<file path="src/common/sscl_pkg.sv">
// Shared constants for the serial switch control latch.
// Assumes one 200 MHz system clock; all serial control pins arrive asynchronously.
package sscl_pkg;

   // ==========================================================
   // Widths
   localparam int SSCL_CHANNELS   = 32;   // Switches, shift stages, latch bits
   localparam int SSCL_FIFO_WIDTH = 1;    // One serial bit per entry
   localparam int SSCL_FIFO_DEPTH = 4;    // Bits buffered between edge and shift
   localparam int SSCL_SYNC_PINS  = 4;    // Shift clock, data, load, mode

   // ==========================================================
   // Pin positions inside the synchroniser vector
   localparam int SSCL_PIN_SCLK = 0;
   localparam int SSCL_PIN_DIN  = 1;
   localparam int SSCL_PIN_LOAD = 2;
   localparam int SSCL_PIN_MODE = 3;

   // ==========================================================
   // Values after reset
   localparam logic [31:0] SSCL_SHIFT_RST = 32'h0000_0000;
   localparam logic [31:0] SSCL_LATCH_RST = 32'h0000_0000;
   localparam logic [31:0] SSCL_SW_RST    = 32'h0000_0000;
   localparam logic [3:0]  SSCL_SYNC_RST  = 4'h4;  // Load line idles high

   // ==========================================================
   // Timing
   localparam int SSCL_CLK_PERIOD_PS   = 5000;   // 200 MHz system clock
   localparam int SSCL_SCLK_MAX_KHZ    = 60000;  // Fastest legal shift clock
   localparam int SSCL_SCLK_MIN_PER_PS = 1000000000 / SSCL_SCLK_MAX_KHZ;
   // Whole system cycles in the shortest shift clock period
   localparam int SSCL_SCLK_MIN_CYC    =
      SSCL_SCLK_MIN_PER_PS / SSCL_CLK_PERIOD_PS;

endpackage

</file>
<file path="src/common/sscl_fifo_if.sv">
// Push and pop channel between the edge detector and the shift stage.
// Assumes both ends run on the same system clock.
`timescale 1ns/1ps
interface sscl_fifo_if #(parameter int WIDTH = 1);
   logic             push_valid;
   logic             push_ready;
   logic [WIDTH-1:0] push_data;
   logic             pop_valid;
   logic             pop_ready;
   logic [WIDTH-1:0] pop_data;

   // ==========================================================
   // Producer/consumer side and buffer side
   modport user (output push_valid, push_data, pop_ready,
                 input  push_ready, pop_valid, pop_data);
   modport buf_side (input  push_valid, push_data, pop_ready,
                     output push_ready, pop_valid, pop_data);
endinterface

</file>
<file path="src/design/sscl_fifo.sv">
// Small flip-flop FIFO with valid/ready on both sides.
// Assumes synchronous active-high reset on the shared clock.
`timescale 1ns/1ps
module sscl_fifo
   import sscl_pkg::*;
#(
   parameter int WIDTH = 1,
   parameter int DEPTH = 4
)(
   // Clock and reset
   input  wire logic  clk_in,
   input  wire logic  rst_in,
   // Buffer channel
   sscl_fifo_if.buf_side f
);
   localparam int AW = $clog2(DEPTH);

   logic [WIDTH-1:0] mem [DEPTH];
   logic [AW-1:0]    wr_ptr, next_wr_ptr;
   logic [AW-1:0]    rd_ptr, next_rd_ptr;
   logic [AW:0]      count,  next_count;
   logic             do_push, do_pop;

   // ==========================================================
   // Handshake and pointer arithmetic
   always_comb begin
      do_push     = f.push_valid & f.push_ready;
      do_pop      = f.pop_valid & f.pop_ready;
      next_wr_ptr = do_push ? wr_ptr + AW'(1) : wr_ptr;
      next_rd_ptr = do_pop  ? rd_ptr + AW'(1) : rd_ptr;
      next_count  = count + (AW+1)'(do_push) - (AW+1)'(do_pop);
   end

   // Honest full and empty
   assign f.push_ready = (count != (AW+1)'(DEPTH));
   assign f.pop_valid  = (count != '0);
   assign f.pop_data   = mem[rd_ptr];

   // Pointer registers
   always_ff @(posedge clk_in) begin
      if (rst_in) begin
         wr_ptr <= '0;
         rd_ptr <= '0;
         count  <= '0;
      end else begin
         wr_ptr <= next_wr_ptr;
         rd_ptr <= next_rd_ptr;
         count  <= next_count;
      end
   end

   // Storage, written by index
   always_ff @(posedge clk_in) begin
      if (do_push) begin
         mem[wr_ptr] <= f.push_data;
      end
   end
endmodule

</file>
<file path="src/design/sscl_top.sv">
// Serial switch control latch: shift register, load latch, switch drive.
// Assumes shift clock, data, load and mode pins are asynchronous to
// ref_clk_in and the shift clock stays at or below 60 MHz.
`timescale 1ns/1ps
module sscl_top
   import sscl_pkg::*;
(
   // Clock and reset
   input  wire logic        ref_clk_in,
   input  wire logic        rst_in,
   // Serial control pins
   input  wire logic        shift_clk_in,
   input  wire logic        ser_data_in,
   input  wire logic        latch_load_n_in,
   input  wire logic        mode_in,
   // Chain output
   output logic             ser_data_out,
   // Switch controls, one closes the switch
   output logic [31:0]      sw_on_out,
   // Buffer overrun, sticky until reset
   output logic             overrun_out
);

   // ==========================================================
   // Pin synchroniser
   logic [SSCL_SYNC_PINS-1:0] sync1, next_sync1;
   logic [SSCL_SYNC_PINS-1:0] sync2, next_sync2;
   logic                      sclk_prev, next_sclk_prev;

   // First stage read only by the second stage
   always_comb begin
      next_sync1 = {mode_in, latch_load_n_in, ser_data_in, shift_clk_in};
      next_sync2 = sync1;
      next_sclk_prev = sync2[SSCL_PIN_SCLK];
   end

   always_ff @(posedge ref_clk_in) begin
      if (rst_in) begin
         sync1     <= SSCL_SYNC_RST;
         sync2     <= SSCL_SYNC_RST;
         sclk_prev <= 1'b0;
      end else begin
         sync1     <= next_sync1;
         sync2     <= next_sync2;
         sclk_prev <= next_sclk_prev;
      end
   end

   // ==========================================================
   // Edge capture into the buffer
   sscl_fifo_if #(.WIDTH(SSCL_FIFO_WIDTH)) fq ();
   logic sclk_rise;
   logic load_dly, next_load_dly;
   logic ovf, next_ovf;

   // Rising edge only, falling edge ignored
   assign sclk_rise     = sync2[SSCL_PIN_SCLK] & ~sclk_prev;
   assign fq.push_valid = sclk_rise;
   assign fq.push_data  = sync2[SSCL_PIN_DIN];
   assign fq.pop_ready  = 1'b1;  // Shift stage drains every cycle

   sscl_fifo #(
      .WIDTH (SSCL_FIFO_WIDTH),
      .DEPTH (SSCL_FIFO_DEPTH)
   ) u_fifo (
      .clk_in (ref_clk_in),
      .rst_in (rst_in),
      .f      (fq.buf_side)
   );

   // Overrun flag and load line aligned with the buffer latency
   always_comb begin
      next_ovf      = ovf | (sclk_rise & ~fq.push_ready);
      next_load_dly = sync2[SSCL_PIN_LOAD];
   end

   always_ff @(posedge ref_clk_in) begin
      if (rst_in) begin
         ovf      <= 1'b0;
         load_dly <= 1'b1;
      end else begin
         ovf      <= next_ovf;
         load_dly <= next_load_dly;
      end
   end

   // ==========================================================
   // Shift register, latch and switch drive
   logic [31:0] shift_q, next_shift_q;
   logic [31:0] latch_q, next_latch_q;
   logic [31:0] sw_q,    next_sw_q;

   // Next values of the data path
   always_comb begin
      next_shift_q = shift_q;
      if (fq.pop_valid) begin
         next_shift_q = {shift_q[30:0], fq.pop_data[0]};
      end
      // Transparent while load line low, held while high
      next_latch_q = load_dly ? latch_q : shift_q;
      // Global control or per-bit latch drive
      if (sync2[SSCL_PIN_MODE]) begin
         next_sw_q = {32{sync2[SSCL_PIN_DIN]}};
      end else begin
         next_sw_q = latch_q;
      end
   end

   // Data path registers, cleared so all switches start open
   always_ff @(posedge ref_clk_in) begin
      if (rst_in) begin
         shift_q <= SSCL_SHIFT_RST;
         latch_q <= SSCL_LATCH_RST;
         sw_q    <= SSCL_SW_RST;
      end else begin
         shift_q <= next_shift_q;
         latch_q <= next_latch_q;
         sw_q    <= next_sw_q;
      end
   end

   // ==========================================================
   // Outputs straight from flip-flops
   assign ser_data_out = shift_q[31];
   assign sw_on_out    = sw_q;
   assign overrun_out  = ovf;
endmodule

</file>
<file path="config.mk">
export PLATFORM = sky130hd
export DESIGN_NAME = sscl_top
export DESIGN_NICKNAME = d
export VERILOG_FILES = /design/src/common/sscl_pkg.sv /design/src/common/sscl_fifo_if.sv /design/src/design/sscl_fifo.sv /design/src/design/sscl_top.sv
export SDC_FILE = /design/constraint.sdc
export NUM_CORES = 1
export LEC_CHECK = 0
export ABC_AREA = 1
export BUFFER_PORTS_ARGS = -buffer_cell sky130_fd_sc_hd__buf_2
export CAP_MARGIN = 20
export CORE_ASPECT_RATIO = 1.5
export CORE_MARGIN = 2
export CORE_UTILIZATION = 40
export CTS_CLUSTER_DIAMETER = 150
export DETAILED_ROUTE_END_ITERATION = 8
export SLEW_MARGIN = 20
export SYNTH_ARGS = -nofsm -noshare
export SYNTH_HDL_FRONTEND = slang
export SYNTH_SLANG_ARGS = --single-unit
</file>
<file path="constraint.sdc">
create_clock -name ref_clk_in -period 2.5 [get_ports ref_clk_in]
set_input_delay 0.5 -clock ref_clk_in [delete_from_list [all_inputs] [get_ports ref_clk_in]]
set_output_delay 0.5 -clock ref_clk_in [all_outputs]
set_load 0.01 [all_outputs]
</file>
==> results.json <==
{
  "synth_cells": 490,
  "postCtsSetupBuffers": 0,
  "period_share": 0.772,
  "cts_resized": 0,
  "cp_max_fo": 4,
  "antennaDiodeCount": 0,
  "setup_violations": 0,
  "routed_wl_mm": 7.63,
  "finalHoldViolations": 0,
  "crit_buf_inv": 3,
  "cap_violations": 0,
  "slowest_delay_ns": 0.38,
  "cts_tree": "built",
  "min-delay-path-class": "input port to flop",
  "viasPerCell": 4.76,
  "clock-sinks": 118,
  "vdd_drop_max_mv": 0.534,
  "syn_to_final_growth_pct": 21.6,
  "drive_above_1_share": 0.156,
  "crit_slowest_cell": "fa_1",
  "gp_congestion": 0.733,
  "drc": 0,
  "grt_pass1_wl_mm": 13.0,
  "cts_root_buf": "clkbuf_16",
  "ys_ff_latch": 118,
  "io_buffers": 39,
  "yosysSeqAreaShare": 0.585,
  "numCtsBuffers": 17,
  "wire_per_inst_um": 11.6,
  "yosysTopAreaCell": "dfxtp_1",
  "status": "finished, final reports clean",
  "fin_setup_tns_ns": 0,
  "grt_start_max_net_pins": 70,
  "total_power_uw": 6130,
  "p_per_area_nw_per_um2": 1230,
  "htreeDepth": 4,
  "worst_pin_slew_ns": 0.567,
  "crit_path_frequent_cell": "inv_1",
  "grt_pass1_vias": 2898,
  "max_clock_freq_mhz": 518,
  "grt_use_total": 0.149,
  "syn_nets": 503,
  "power_leakage_uw": 0.00215,
  "path_cells": "nor2_4 -> nand2_4 -> ha_1 -> inv_1 -> ha_1 -> inv_1 -> fa_1 -> inv_1 -> nand2_1 -> nand2_1 -> nor2_1",
  "dpl_cell_area_um2": 4310,
  "worst_slew_margin_rel": 0.621,
  "syn_area_um2": 4100,
  "place_hpwl_mm": 4.27,
  "pin_count": 40,
  "critical-path-top-delay-family": "adder cells",
  "first_pass_iters": 4,
  "crit_type": "flop to flop",
  "fillers": 946,
  "syn_avg_cell_area_um2": 8.38,
  "ys_types": 22,
  "reg2reg_slack_ns": 0.57,
  "postLayoutCellArea_um2": 4990,
  "critPathLaunchType": "flop",
  "cts.clk_slew.worst_paths_ns": 0.05,
  "grt_overflow": 0,
  "min_period_ns": 1.93,
  "start_util": 0.407,
  "required_ns": 2.79,
  "final_nets": 538,
  "cts_buffer_depth": 2,
  "clk_latency_ns": 0.40,
  "cts_hold_buf": 0,
  "die_w_um": 86.7,
  "yosys_warnings": 0,
  "synth.top_cell.area_share": 0.556,
  "final_antenna_net_count": 0,
  "rsz0062_at_grt": "false",
  "holdWs_ns": 0.280,
  "core_area_um2": 10100,
  "fin_skew_ns": 0.00694,
  "die_h_um": 128,
  "slew_violations": 0,
  "antenna_found_initial": 0,
  "synth_top_cells_by_area": "dfxtp_1 56%, nor2_1 14%, o21ai_0 6.5%",
  "die_area_um2": 11100,
  "first_iter_violations": 195,
  "worstPathArrival_ns": 2.22,
  "cp-end-kind": "flop",
  "rows": 45,
  "dr_total_vias": 3120
}
## cell usage in the layout (no fill, tap or decap), drive strengths merged, types with 4 or more instances in the layout
cell type,netlist,routed
ha,6,6
inv,28,28
clkbuf,12,23
dfxtp,114,114
nand3,5,5
bufinv,0,5
nand2,50,50
nor2,149,149
clkinv,0,4
o21ai,63,63
edfxtp,4,4
buf,18,46
a21oi,35,35
## layout make-up
| class | count | area, um2 | area share |
|---|---|---|---|
| repair buffers | 46 | 268 | 0.0536 |
| flip-flops and latches | 118 | 2400 | 0.481 |
| clock inverters | 9 | 170 | 0.0341 |
| well taps | 117 | 146 | 0.0293 |
| clock buffers | 23 | 488 | 0.0977 |
| inverters | 28 | 110 | 0.0221 |
| multi-input cells | 314 | 1410 | 0.282 |
## per-layer routing
metal / wire length, um / up-vias / global-route usage
li1: - / 1617 / -
met1: 3260 / 1434 / 0.160
met2: 3980 / 58 / 0.260
met3: 265 / 11 / 0.0515
met4: 116 / 0 / 0.0699
met5: 0 / - / 0
## where the power goes
part	leakage (uW)	internal (uW)	switching, uW	total (uW)
Combinational	0.000858	359	648	1010
Clock	0.000327	1870	794	2660
Sequential	0.000969	2240	231	2470
## through the flow
step | setup WS (ns) | utilization | std cells
CTS | 0.562 | 0.493 | 654
floorplan | 0.554 | - | 490
global route | 0.444 | 0.495 | 655
detailed placement | 0.649 | 0.427 | 622
global placement | 0.731 | 0.427 | 622
finish | 0.571 | 0.495 | 655
## cell usage after synthesis
| cell type | instances |
|---|---|
| nor2_1 | 148 |
| edfxtp_1 | 4 |
| nor2_4 | 1 |
| nand3_1 | 5 |
| nand2_1 | 49 |
| inv_6 | 1 |
| o21ai_1 | 10 |
| fa_1 | 1 |
| dfxtp_1 | 114 |
| ha_1 | 6 |
| inv_1 | 25 |
| or2_2 | 3 |
| inv_2 | 2 |
| a21oi_1 | 35 |
| clkbuf_1 | 12 |
| buf_2 | 9 |
| nand3b_1 | 1 |
| buf_6 | 7 |
| xnor2_1 | 1 |
| o21ai_0 | 53 |
| buf_4 | 2 |
| nand2_4 | 1 |
## flip-flops by register name, indices dropped and copies added (netlist names)
| register | cells |
|---|---|
| next_sync2 | 4 |
| overrun_out | 1 |
| sw_on_out | 32 |
| load_dly | 1 |
| latch_q | 32 |
| sync2 | 4 |
| u_fifo.wr_ptr | 2 |
| u_fifo.mem | 4 |
| shift_q | 32 |
| u_fifo.rd_ptr | 2 |
| u_fifo.count | 3 |
| sclk_prev | 1 |
## worst paths after layout
check	from	to	cells past startpoint
worst min-delay path	latch_load_n_in	next_sync2[2]	2
worst min register to register	next_sync2[0]	sync2[0]	2
worst max register to register	u_fifo.count[1]	u_fifo.count[2]	11
worst max-delay path	u_fifo.count[1]	u_fifo.count[2]	11
## cells by family (layout without fill, tap and decap cells)
family	after synthesis	count (layout)	share of synthesized area
compound gates	98	98	0.120
fa+ha+maj	7	7	0.0232
simple gates	208	208	0.198
buf+inv	58	106	0.0716
flops	118	118	0.585
xor+xnor	1	1	0.00213
Power figures use the tool's default switching activity.
